$ cat src/bhpm_pkg.sv
// package: offsets, field positions, reset values and carriers of the bridge header tail
package bhpm_pkg;

    // register byte offsets
    localparam logic [7:0] BHPM_OFF_SEC_STATUS = 8'h1c;
    localparam logic [7:0] BHPM_OFF_PF_LIM_UP = 8'h2c;
    localparam logic [7:0] BHPM_OFF_IO_UPPER = 8'h30;
    localparam logic [7:0] BHPM_OFF_CAP_START = 8'h34;
    localparam logic [7:0] BHPM_OFF_ROM_BASE = 8'h38;
    localparam logic [7:0] BHPM_OFF_BRIDGE_CTL = 8'h3c;
    localparam logic [7:0] BHPM_OFF_PM_CAP = 8'h40;
    localparam logic [7:0] BHPM_OFF_PM_CSR = 8'h44;

    // bridge control bit positions in the 3ch word
    localparam int BHPM_BC_PARITY_RESP = 16;
    localparam int BHPM_BC_ERR_FWD = 17;
    localparam int BHPM_BC_ISA = 18;
    localparam int BHPM_BC_VGA = 19;
    localparam int BHPM_BC_VGA16 = 20;
    localparam int BHPM_BC_HOT_RESET = 22;
    // secondary master data parity error bit in the 1ch word
    localparam int BHPM_SS_PARITY_ERR = 24;
    // power-management field positions
    localparam int BHPM_PM_AUX_LSB = 22;
    localparam int BHPM_PM_WAKE_LSB = 27;
    localparam int BHPM_PM_NO_SOFT_RST = 3;

    // reset values
    localparam logic [31:0] BHPM_RST_PF_LIM_UP = 32'h0000_0000;
    localparam logic [15:0] BHPM_RST_IO_BASE_UP = 16'hffff;
    localparam logic [15:0] BHPM_RST_IO_LIM_UP = 16'h0000;
    localparam logic [7:0] BHPM_RST_CAP_PTR = 8'h40;
    localparam logic [7:0] BHPM_RST_INT_LINE = 8'h00;
    localparam logic [7:0] BHPM_RST_INT_PIN = 8'h01;
    localparam logic [7:0] BHPM_PM_CAP_ID = 8'h01;
    localparam logic [7:0] BHPM_PM_NEXT_PTR = 8'h48;
    localparam logic [2:0] BHPM_PM_VERSION = 3'h3;
    localparam logic [2:0] BHPM_RST_AUX_CUR = 3'h0;
    localparam logic [4:0] BHPM_RST_WAKE_MASK = 5'h19;
    localparam logic [1:0] BHPM_PS_D0 = 2'h0;
    localparam logic [1:0] BHPM_PS_D3HOT = 2'h3;

    // legacy address windows
    localparam logic [31:0] BHPM_VGA_MEM_LO = 32'h000a_0000;
    localparam logic [31:0] BHPM_VGA_MEM_HI = 32'h000b_ffff;
    localparam logic [9:0] BHPM_VGA_IO_A_LO = 10'h3b0;
    localparam logic [9:0] BHPM_VGA_IO_A_HI = 10'h3bb;
    localparam logic [9:0] BHPM_VGA_IO_B_LO = 10'h3c0;
    localparam logic [9:0] BHPM_VGA_IO_B_HI = 10'h3df;

    // configuration access carrier: read, write or serial preload
    typedef struct packed {
        logic rd;
        logic wr;
        logic preload;
        logic [7:0] addr;
        logic [3:0] be;
        logic [31:0] wdata;
    } bhpm_cfg_req_t;

    // address to be routed, with the window hit from the base/limit logic
    typedef struct packed {
        logic valid;
        logic is_io;
        logic in_window;
        logic [31:0] addr;
    } bhpm_route_req_t;

    // settings taken from the primary command and other header registers
    typedef struct packed {
        logic io_en;
        logic mem_en;
        logic serr_en;
        logic palette_snoop;
        logic pf_limit_64;
        logic io_base_32;
        logic io_limit_32;
    } bhpm_ctx_t;

endpackage : bhpm_pkg

$ cat src/bhpm_regs.sv
// bridge header tail and power-management capability registers of one port
//
// Overview of operation
// RULE1: upper prefetch limit writable only for 64-bit
// RULE2: io base upper in 15:0, resets ffffh
// RULE3: io limit upper in 31:16, resets zero
// RULE4: read-only capability pointer defaults to 40h
// RULE5: interrupt line byte, read-write, no effect
// RULE6: interrupt pin read-only, 00h or 01h
// RULE7: bit 16 enables secondary parity error status
// RULE8: bit 17 with command enable permits error forwarding
// RULE9: isa bit blocks downstream io alias addresses
// RULE10: vga bit forwards a0000h-bffffh downstream only
// RULE11: vga io ranges 3b0h-3bbh, 3c0h-3dfh forwarded
// RULE12: vga forwarding ignores windows, needs access enables
// RULE13: bit 20 selects 10- or 16-bit vga decode
// RULE14: bit 22 drives hot reset on downstream link
// RULE15: unused bridge control bits read zero
// RULE16: expansion rom base reads zero, ignores writes
// RULE17: pm header id 01h, next 48h, version 3
// RULE18: wake event mask defaults 11001b, no d1/d2
// RULE19: aux current read-only, preload may set it
// RULE20: power state holds d0 or d3hot
// RULE21: unsupported power state writes are discarded
// RULE22: parity error set on poison, write one clears
// RULE23: own copy; read-only writes ignored, reserved zero
`timescale 1ns/100ps
`default_nettype none

module bhpm_regs
    import bhpm_pkg::*;
(
    input wire logic clock_i, // core clock
    input wire logic rst_i, // synchronous reset, active high
    input wire bhpm_pkg::bhpm_cfg_req_t cfg_i, // configuration access
    input wire bhpm_pkg::bhpm_ctx_t ctx_i, // command and capability settings
    input wire bhpm_pkg::bhpm_route_req_t route_i, // address to route
    input wire logic poison_cpl_i, // poisoned completion received downstream
    input wire logic poison_wr_fwd_i, // poisoned write forwarded downstream
    output logic [31:0] rdata_o, // read data
    output logic rvalid_o, // read data valid pulse
    output logic hot_reset_o, // hot reset request for the downstream link
    output logic err_forward_o, // error messages may go upstream
    output logic sys_err_permit_o, // signaled system error may be set
    output logic [1:0] power_state_o, // current power state
    output logic sec_parity_err_o, // secondary master data parity error
    output logic fwd_down_o, // route answer: forward downstream
    output logic fwd_up_o, // route answer: forward upstream
    output logic route_valid_o // route answer valid pulse
);
    import bhpm_pkg::*;

    // whole state of the block
    typedef struct packed {
        logic [31:0] pf_lim_up; // upper prefetch limit
        logic [15:0] io_base_up; // io base bits 31:16
        logic [15:0] io_lim_up; // io limit bits 31:16
        logic [7:0] cap_ptr; // capability list start
        logic [7:0] int_line; // interrupt routing byte
        logic int_pin_a; // interrupt pin: 1 = line a, 0 = none
        logic parity_resp; // bridge control bit 16
        logic error_forward_en; // bridge control bit 17
        logic legacy_io_alias_block; // bridge control bit 18
        logic vga_en; // bridge control bit 19
        logic vga16; // bridge control bit 20
        logic hot_reset; // bridge control bit 22
        logic [2:0] aux_cur; // aux current field
        logic [4:0] wake_event_state_mask; // wake event support
        logic [1:0] pwr_state; // power state
        logic par_err; // secondary parity error status
        logic [31:0] rdata; // read data
        logic rvalid; // read data valid
        logic sys_err_permit; // system error permission
        logic fwd_down; // route answer downstream
        logic fwd_up; // route answer upstream
        logic route_valid; // route answer valid
    } bhpm_state_t;

    bhpm_state_t state_q; // registered state
    bhpm_state_t state_d; // next state

    // merge write data into a word under the byte enables
    function automatic logic [31:0] bhpm_merge(
        input logic [31:0] cur,
        input logic [31:0] wd,
        input logic [3:0] be
    );
        logic [31:0] res;
        res = cur;
        for (int i = 0; i < 4; i++)
        begin
            if (be[i])
            begin
                res[i*8 +: 8] = wd[i*8 +: 8];
            end
        end
        return res;
    endfunction

    // true when two byte addresses hit the same dword
    function automatic logic bhpm_hit(input logic [7:0] a, input logic [7:0] off);
        return a[7:2] == off[7:2];
    endfunction

    // word view of each register as software sees it
    logic [31:0] w_pf_lim_up; // 2ch
    logic [31:0] w_io_upper; // 30h
    logic [31:0] w_cap_start; // 34h
    logic [31:0] w_bridge_ctl; // 3ch
    logic [31:0] w_pm_cap; // 40h
    logic [31:0] w_pm_csr; // 44h
    logic [31:0] w_sec_status; // 1ch, only the parity bit lives here

    // assemble read words; read-only zeros where capability is absent
    always_comb
    begin
        w_pf_lim_up = ctx_i.pf_limit_64 ? state_q.pf_lim_up : '0; // [RULE1]
        w_io_upper = '0;
        w_io_upper[15:0] = ctx_i.io_base_32 ? state_q.io_base_up : '0; // [RULE2]
        w_io_upper[31:16] = ctx_i.io_limit_32 ? state_q.io_lim_up : '0; // [RULE3]
        w_cap_start = {24'h0, state_q.cap_ptr}; // [RULE4]
        w_bridge_ctl = '0; // reserved bits stay zero [RULE15]
        w_bridge_ctl[7:0] = state_q.int_line; // [RULE5]
        w_bridge_ctl[15:8] = {7'h0, state_q.int_pin_a}; // [RULE6]
        w_bridge_ctl[BHPM_BC_PARITY_RESP] = state_q.parity_resp;
        w_bridge_ctl[BHPM_BC_ERR_FWD] = state_q.error_forward_en;
        w_bridge_ctl[BHPM_BC_ISA] = state_q.legacy_io_alias_block;
        w_bridge_ctl[BHPM_BC_VGA] = state_q.vga_en;
        w_bridge_ctl[BHPM_BC_VGA16] = state_q.vga16;
        w_bridge_ctl[BHPM_BC_HOT_RESET] = state_q.hot_reset;
        w_pm_cap = '0; // clock, d1 and d2 bits read zero [RULE17] [RULE18]
        w_pm_cap[7:0] = BHPM_PM_CAP_ID; // [RULE17]
        w_pm_cap[15:8] = BHPM_PM_NEXT_PTR;
        w_pm_cap[18:16] = BHPM_PM_VERSION;
        w_pm_cap[BHPM_PM_AUX_LSB +: 3] = state_q.aux_cur; // [RULE19]
        w_pm_cap[BHPM_PM_WAKE_LSB +: 5] = state_q.wake_event_state_mask; // [RULE18]
        w_pm_csr = '0;
        w_pm_csr[1:0] = state_q.pwr_state; // [RULE20]
        w_pm_csr[BHPM_PM_NO_SOFT_RST] = 1'b1;
        w_sec_status = '0;
        w_sec_status[BHPM_SS_PARITY_ERR] = state_q.par_err; // [RULE22]
    end

    // write effects, status events, reads and routing
    always_comb
    begin
        logic wr_any; // any write, config or preload
        logic [31:0] m; // merged word
        logic [31:0] a; // routed address
        logic io_lo64k; // io address in first 64 kb
        logic isa_alias; // last 768 bytes of a 1 kb block
        logic vga_io; // vga io decode hit
        logic vga_mem; // vga memory decode hit
        logic [9:0] a10; // low io address bits
        state_d = state_q;
        wr_any = cfg_i.wr | cfg_i.preload;
        m = '0;
        a = route_i.addr;
        a10 = a[9:0];
        io_lo64k = a[31:16] == 16'h0000;
        isa_alias = io_lo64k && (a[9:8] != 2'h0);
        vga_io = 1'b0;
        vga_mem = 1'b0;

        // upper prefetch limit: written only with 64-bit support [RULE1]
        if (wr_any && bhpm_hit(cfg_i.addr, BHPM_OFF_PF_LIM_UP) && ctx_i.pf_limit_64)
        begin
            state_d.pf_lim_up = bhpm_merge(state_q.pf_lim_up, cfg_i.wdata, cfg_i.be);
        end

        // io upper halves, each gated by its own capability
        if (wr_any && bhpm_hit(cfg_i.addr, BHPM_OFF_IO_UPPER))
        begin
            m = bhpm_merge(w_io_upper, cfg_i.wdata, cfg_i.be);
            if (ctx_i.io_base_32)
            begin
                state_d.io_base_up = m[15:0]; // [RULE2]
            end
            if (ctx_i.io_limit_32)
            begin
                state_d.io_lim_up = m[31:16]; // [RULE3]
            end
        end

        // capability pointer: only the serial preload may change it [RULE4] [RULE23]
        if (cfg_i.preload && bhpm_hit(cfg_i.addr, BHPM_OFF_CAP_START) && cfg_i.be[0])
        begin
            state_d.cap_ptr = cfg_i.wdata[7:0];
        end

        // expansion rom base has no storage, writes fall away [RULE16]

        // bridge control and interrupt byte
        if (wr_any && bhpm_hit(cfg_i.addr, BHPM_OFF_BRIDGE_CTL))
        begin
            m = bhpm_merge(w_bridge_ctl, cfg_i.wdata, cfg_i.be);
            state_d.int_line = m[7:0]; // [RULE5]
            if (cfg_i.preload)
            begin
                state_d.int_pin_a = m[8]; // only 00h or 01h can be held [RULE6]
            end
            state_d.parity_resp = m[BHPM_BC_PARITY_RESP]; // [RULE7]
            state_d.error_forward_en = m[BHPM_BC_ERR_FWD]; // [RULE8]
            state_d.legacy_io_alias_block = m[BHPM_BC_ISA]; // [RULE9]
            state_d.vga_en = m[BHPM_BC_VGA]; // [RULE10]
            state_d.vga16 = m[BHPM_BC_VGA16]; // [RULE13]
            state_d.hot_reset = m[BHPM_BC_HOT_RESET]; // [RULE14]
        end

        // power_mgmt_capability: read-only to software, preload fills aux and wake fields
        if (cfg_i.preload && bhpm_hit(cfg_i.addr, BHPM_OFF_PM_CAP))
        begin
            m = bhpm_merge(w_pm_cap, cfg_i.wdata, cfg_i.be);
            state_d.aux_cur = m[BHPM_PM_AUX_LSB +: 3]; // [RULE19]
            state_d.wake_event_state_mask = m[BHPM_PM_WAKE_LSB +: 5]; // [RULE18]
        end

        // power state: only d0 and d3hot are taken [RULE20]
        if (wr_any && bhpm_hit(cfg_i.addr, BHPM_OFF_PM_CSR) && cfg_i.be[0])
        begin
            if (cfg_i.wdata[1:0] == BHPM_PS_D0 || cfg_i.wdata[1:0] == BHPM_PS_D3HOT)
            begin
                state_d.pwr_state = cfg_i.wdata[1:0];
            end
            // other codes complete but are discarded [RULE21]
        end

        // parity error: write one clears, a new event in the same cycle wins
        if (cfg_i.wr && bhpm_hit(cfg_i.addr, BHPM_OFF_SEC_STATUS) && cfg_i.be[3]
            && cfg_i.wdata[BHPM_SS_PARITY_ERR])
        begin
            state_d.par_err = 1'b0; // [RULE22]
        end
        if (state_q.parity_resp && (poison_cpl_i || poison_wr_fwd_i))
        begin
            state_d.par_err = 1'b1; // [RULE7] [RULE22]
        end

        // error forwarding needs both enables [RULE8]
        state_d.sys_err_permit = state_q.error_forward_en && ctx_i.serr_en;

        // read answer one cycle after the request; unmapped reads give zero
        state_d.rvalid = cfg_i.rd;
        state_d.rdata = '0;
        if (cfg_i.rd)
        begin
            case (cfg_i.addr[7:2])
                BHPM_OFF_SEC_STATUS[7:2]: state_d.rdata = w_sec_status;
                BHPM_OFF_PF_LIM_UP[7:2]: state_d.rdata = w_pf_lim_up;
                BHPM_OFF_IO_UPPER[7:2]: state_d.rdata = w_io_upper;
                BHPM_OFF_CAP_START[7:2]: state_d.rdata = w_cap_start;
                BHPM_OFF_BRIDGE_CTL[7:2]: state_d.rdata = w_bridge_ctl;
                BHPM_OFF_PM_CAP[7:2]: state_d.rdata = w_pm_cap;
                BHPM_OFF_PM_CSR[7:2]: state_d.rdata = w_pm_csr;
                default: state_d.rdata = '0; // rom base and unmapped [RULE16] [RULE23]
            endcase
        end

        // legacy display decodes, independent of the windows [RULE12]
        if (state_q.vga_en || ctx_i.palette_snoop)
        begin
            vga_io = io_lo64k
                && ((a10 >= BHPM_VGA_IO_A_LO && a10 <= BHPM_VGA_IO_A_HI)
                || (a10 >= BHPM_VGA_IO_B_LO && a10 <= BHPM_VGA_IO_B_HI)) // [RULE11]
                && (!state_q.vga16 || a[15:10] == 6'h00); // [RULE13]
        end
        vga_io = vga_io && state_q.vga_en;
        vga_mem = state_q.vga_en && a >= BHPM_VGA_MEM_LO && a <= BHPM_VGA_MEM_HI; // [RULE10]

        // route answer
        state_d.route_valid = route_i.valid;
        state_d.fwd_down = 1'b0;
        state_d.fwd_up = 1'b0;
        if (route_i.valid && route_i.is_io)
        begin
            // isa aliases stay upstream even inside the window [RULE9]
            state_d.fwd_down = ctx_i.io_en && (vga_io || (route_i.in_window
                && !(state_q.legacy_io_alias_block && isa_alias))); // [RULE12]
            state_d.fwd_up = !vga_io && (!route_i.in_window
                || (state_q.legacy_io_alias_block && isa_alias)); // [RULE9]
        end
        else if (route_i.valid)
        begin
            state_d.fwd_down = ctx_i.mem_en && (vga_mem || route_i.in_window); // [RULE12]
            state_d.fwd_up = !vga_mem && !route_i.in_window; // [RULE10]
        end
    end

    // state register with synchronous reset
    always_ff @(posedge clock_i)
    begin
        if (rst_i)
        begin
            state_q <= '0;
            state_q.pf_lim_up <= BHPM_RST_PF_LIM_UP;
            state_q.io_base_up <= BHPM_RST_IO_BASE_UP; // [RULE2]
            state_q.io_lim_up <= BHPM_RST_IO_LIM_UP; // [RULE3]
            state_q.cap_ptr <= BHPM_RST_CAP_PTR; // [RULE4]
            state_q.int_line <= BHPM_RST_INT_LINE; // [RULE5]
            state_q.int_pin_a <= BHPM_RST_INT_PIN[0]; // [RULE6]
            state_q.aux_cur <= BHPM_RST_AUX_CUR; // [RULE19]
            state_q.wake_event_state_mask <= BHPM_RST_WAKE_MASK; // [RULE18]
            state_q.pwr_state <= BHPM_PS_D0; // [RULE20]
        end
        else
        begin
            state_q <= state_d;
        end
    end

    // outputs straight from the state register
    assign rdata_o = state_q.rdata;
    assign rvalid_o = state_q.rvalid;
    assign hot_reset_o = state_q.hot_reset; // [RULE14]
    assign err_forward_o = state_q.error_forward_en; // [RULE8]
    assign sys_err_permit_o = state_q.sys_err_permit;
    assign power_state_o = state_q.pwr_state;
    assign sec_parity_err_o = state_q.par_err;
    assign fwd_down_o = state_q.fwd_down;
    assign fwd_up_o = state_q.fwd_up;
    assign route_valid_o = state_q.route_valid;

endmodule // bhpm_regs

`default_nettype wire

$ cat config.mk
export PLATFORM = sky130hd
export DESIGN_NAME = bhpm_regs
export DESIGN_NICKNAME = d
export VERILOG_FILES = /design/src/bhpm_pkg.sv /design/src/bhpm_regs.sv
export SDC_FILE = /design/constraint.sdc
export NUM_CORES = 1
export LEC_CHECK = 0
export ABC_AREA = 0
export BUFFER_PORTS_ARGS = -buffer_cell sky130_fd_sc_hd__buf_4
export CORE_MARGIN = 1.5
export CORE_UTILIZATION = 45
export DETAILED_ROUTE_END_ITERATION = 16
export PLACE_DENSITY = 0.72
export SYNTH_ARGS = -nofsm -noshare
export SYNTH_HDL_FRONTEND = slang
export SYNTH_SLANG_ARGS = --single-unit
$ cat constraint.sdc
create_clock -name clock_i -period 1.6 [get_ports clock_i]
set_input_delay 0.24 -clock clock_i [delete_from_list [all_inputs] [get_ports clock_i]]
set_output_delay 0.24 -clock clock_i [all_outputs]
set_load 0.02 [all_outputs]
Word-level counts from Yosys, hierarchy flattened
Cells that the tools add are included.
{"block": "word_totals", "wordCells": 115, "inputBits": 93, "regBits": 135}
{"block": "op_classes", "reduce_logical": 60, "bitwise_logic": 2, "n_eq_ne": 8, "n_mux": 13, "order_cmp": 6}
{"cell": "case mux 32 bit (7 select lines)", "count": 1}
{"cell": "greater-or-equal comparator 32 x 20 -> 1 bit (second input constant)", "count": 1}
{"cell": "less-or-equal comparator 32 x 20 -> 1 bit (second input constant)", "count": 1}
{"cell": "two-way mux 16 bit", "count": 2}
{"cell": "two-way mux 32 bit", "count": 1}
{"cell": "two-way mux 8 bit", "count": 4}
{"cell": "logical AND 1 bit", "count": 29}
{"cell": "== test 6 x 4 -> 1 bit (second input constant)", "count": 4}
{"cell": "AND reduction 2 bit", "count": 11}
{"cell": "greater-or-equal comparator 10 bit (second input constant)", "count": 2}
{"cell": "less-or-equal comparator 10 bit (second input constant)", "count": 2}
{"cell": "zero test 16 bit", "count": 1}
{"cell": "== test 6 x 5 -> 1 bit (second input constant)", "count": 2}
{"cell": "logical OR 1 bit", "count": 8}
{"cell": "== test 6 x 3 -> 1 bit (second input constant)", "count": 1}
{"cell": "zero test 6 bit", "count": 1}
{"cell": "zero test 1 bit", "count": 5}
{"cell": "two-way mux 2 bit", "count": 2}
{"cell": "nonzero test 2 bit", "count": 2}
{"cell": "two-way mux 1 bit", "count": 3}
{"cell": "AND reduction 3 bit", "count": 1}
{"cell": "== test 2 bit (second input constant)", "count": 1}
{"cell": "zero test 2 bit", "count": 1}
{"cell": "OR reduction 2 bit", "count": 1}
{"cell": "2 further kinds", "count": 2}

Longest topological paths before layout
{"block": "depth", "word_depth": 10, "mapped_depth": 7, "mapped_depth_nobuf": 5}

Least setup slack after synthesis
Ideal clock, no wire load.
{"block": "synth_timing", "path_kind": "input port to flip-flop", "startpoint": "input route_i[24] in the netlist's numbering", "endpoint": "register state_q (netlist bit fwd_down_o)", "required_ps": 1484, "arrival_ps": 1603, "path_stages": 5, "setup_slack_ps": -120, "cell_sequence": "or4_1 > nor4_2 > o2111ai_1 > o2bb2ai_1 > a41o_1"}
{"block": "synth_between", "elab_chain_cells": 8, "elab_cells_between_ends": 19, "classes_between": "2 x order compare; 3 x mux; 14 x reduce/logical"}
{"element": "from (decl)", "line_no": "bhpm_regs.sv:37", "rtl": "input wire bhpm_pkg::bhpm_route_req_t route_i,"}
{"element": "branches (longest 7 deep; another with greater-or-equal comparator 32 x 20 -> 1 bit)"}
{"element": "two-way mux 2 bit *", "line_no": "bhpm_regs.sv:274", "rtl": "if (route_i.valid && route_i.is_io)"}
{"element": "to (signal assigned)", "line_no": "bhpm_regs.sv:307", "rtl": "state_q <= state_d;"}
{"element": "to (decl)", "line_no": "bhpm_regs.sv:79", "rtl": "bhpm_state_t state_q;"}
Every way passes the cells marked *.
A chain may end at the register's enable or synchronous reset.

Final worst setup path
Same ends and word-level chain as after synthesis.

==> impl_metrics.csv <==
group,metric,value,unit
status,status,"finished, final reports clean",
sta,finalHoldViolCount,0,
sta,slew_violations,0,
cells_and_area,drive_above_1_share,0.310,
setup_path,crit_cells,6,
power,peakVddDrop,0.513,mV
synthesis,synthFlopType,"dfxtp_1",
hold_path,min_path_type,"input pin to flip-flop",
sta,setup_tns,0,ns
grt,grt_pass1_vias,4728,
synthesis,ys_types,43,
floorplanning,core,11600,um^2
clock_tree,cts.sinks,135,
grt,grt_first_pass_wirelength,22.7,mm
synthesis,netlist.area_leader.share,0.498,
clock_tree,cts_tree,"yes",
sta,rsz0062_at_grt,"no",
cells_and_area,n_fill_cell,955,
floorplanning,die_h,113,um
floorplanning,rows,39,
floorplanning,pin_count,135,
clock_tree,ctsHoldBuffers,0,
sta,finalSetupViolations,0,
setup_path,worst_ep_required_time,1.90,ns
sta,period_minus_slack,1.45,ns
clock_tree,htree_levels,4,
route,drt-pass1-iter-count,6,
synthesis,async_flop_share,0,
synthesis,synthesis.area,5430,um^2
power,leakage,3.25,nW
clock_tree,clk_pin_slew,0.06,ns
synthesis,syn_area_per_cell,9.42,um^2
cells_and_area,final_util,0.636,
clock_tree,postCtsSetupBuffers,0,
sta,fmaxAchievable,688,MHz
cells_and_area,syn2layout_area_growth,36.1,%
setup_path,path_buf_inv,1,
placement,portBuffers,131,
sta,tightest_slew,0.509,ns
grt,grt_max_degree,70,
synthesis,yosysTopAreaCell,"dfxtp_1",
power,powerDensity,1100,nW/um^2
flow_run,maxCapViolations,0,
route,vias,4760,
sta,setup_ws,0.147,ns
setup_path,critPathKind,"input pin to flip-flop",
cells_and_area,antenna_cells,0,
setup_path,arrival,1.76,ns
clock_tree,cts_buffer_depth,2,
synthesis,ys_ff_latch,135,
synthesis,ys_seq_area_frac,0.498,
setup_path,crit_path_cell_trace,"buf_4 > or4_4 > nor4_4 > o2111ai_1 > o2bb2ai_1 > a41o_1",
cells_and_area,final_area,7380,um^2
setup_path,crit_fanout,3,
floorplanning,start_util,0.467,
placement,place.gp.congestion,0.807,
floorplanning,dieArea,12700,um^2
sta,fin_crit_sh,0.908,
placement,dp_hpwl,9.99,mm
cells_and_area,nets,806,
setup_path,reg2reg_depth,5,
route,route.antenna.remaining_nets,0,
sta,relSlewSlack,0.661,
sta,fin_skew,0.00801,ns
grt,grt_remaining_overflow,0,
clock_tree,clock_latency,0.42,ns
clock_tree,cts_resized,0,
floorplanning,die_width,113,um
placement,postPlaceCellArea,6720,um^2
power,total_power,8.13,mW
route,wire_per_inst,16.4,um
clock_tree,cts-buffers-inserted,17,
synthesis,synthTopCellsByArea,"dfxtp_1 50%, mux2i_1 13%, nor2_1 7.8%",
route,drt-total-wl,14.3,mm
grt,track_usage,0.228,
synthesis,syn-instance-count,576,
route,drtIter0Drc,366,
placement,place_ws,-0.296,ns
grt,antenna_found_initial,0,
setup_path,worst_setup_path_end_kind,"flip-flop",
setup_path,slowest_stage,"or4_4",
synthesis,synth_edf_count,0,
route,drc,0,
clock_tree,cts-root-buf,"clkbuf_16",
hold_path,hold_depth,3,
synthesis,synth_common_cells,"135 x dfxtp_1, 113 x nor2_1, 68 x mux2i_1",
route,via_per_inst,5.48,
setup_path,slowest_delay,0.54,ns
setup_path,startpoint_type,"input pin",
synthesis,ys_warn_count,0,
synthesis,yosysMostFrequentCell,"dfxtp_1",
setup_path,cpLargestDelayFamily,"simple AND/OR/NAND/NOR gates",
synthesis,syn-num-nets,669,
-- metal layers --
layer / routed length [um] / GRT usage / part of all wire
met4: 255 / 0.0928 / 0.018
met5: 0 / 0 / 0
met1: 5960 / 0.269 / 0.42
met3: 909 / 0.0562 / 0.064
met2: 7130 / 0.397 / 0.50
-- cells in the final DEF, fill, tap and decap left out, types with 2 or more instances in the layout --
cell / instances
buf_4: 176
dfxtp_1: 135
nor2_1: 113
mux2i_1: 68
a21oi_1: 42
nand2_1: 31
nor3_1: 20
a222oi_1: 18
clkbuf_16: 17
a22oi_1: 11
buf_12: 8
nand4_1: 6
and3_1: 6
nand2b_1: 5
a221oi_1: 5
bufinv_16: 5
nand3_1: 4
nand3b_1: 4
nand3_2: 4
o22ai_1: 4
o21ai_0: 3
or4_1: 3
clkbuf_8: 3
nor4_4: 2
inv_1: 2
and2_0: 2
nor2b_1: 2
and4b_1: 2
a41o_1: 2
clkinv_2: 2
clkinv_4: 2
-- through the flow --
stage	std cells	hold slack, ns
after global routing	869	0.0640
after CTS	869	0.0505
final	869	0.0554
after global placement	837	0.443
after floorplan	576	0.323
after detailed placement	837	0.449
-- power by group --
group          leakage [nW]  internal, mW  switching, mW
Sequential             1.09          3.37        0.00476
Clock                 0.324          2.89           1.43
Combinational          1.84         0.220          0.203
-- cell families (layout without fill, tap and decap cells) --
kind of cell | Yosys count | after routing | synth area share
compound gates | 94 | 94 | 0.120
buf+inv | 68 | 218 | 0.0726
flops | 135 | 135 | 0.498
mux | 68 | 68 | 0.125
simple gates | 211 | 211 | 0.184
-- layout make-up --
type / count / area [um^2] / share of cell area
multi-input combinational: 373 / 2350 / 0.318
sequential: 135 / 2700 / 0.366
clock inverter: 11 / 194 / 0.0263
clock buffer: 21 / 470 / 0.0637
timing repair buffer: 184 / 1480 / 0.201
tap: 143 / 179 / 0.0242
inverter: 2 / 7.51 / 0.00102
-- worst register-to-register path, stage by stage (launching register included) --
cell,delay (ns)
dfxtp_1,0.38
nand4_1,0.10
a21oi_1,0.13
o211ai_1,0.12
o2bb2ai_1,0.24
a41o_1,0.19
-- worst paths after layout --
kind                                  start               end  slack (ns)
worst max-delay path            route_i[24]        fwd_down_o        0.15
worst min-delay path               ctx_i[4]  sys_err_permit_o        0.06
worst max register to register  state_q[50]        fwd_down_o        0.39
worst min register to register  state_q[66]       state_q[66]        0.46
-- sequential cells by signal, summed over array words and instances, names as in the netlist --
register / flops
sec_parity_err_o: 1
power_state_o: 2
hot_reset_o: 1
rvalid_o: 1
route_valid_o: 1
state_q: 93
fwd_down_o: 1
fwd_up_o: 1
sys_err_permit_o: 1
rdata_o: 32
err_forward_o: 1
Power figures use the tool's default switching activity.
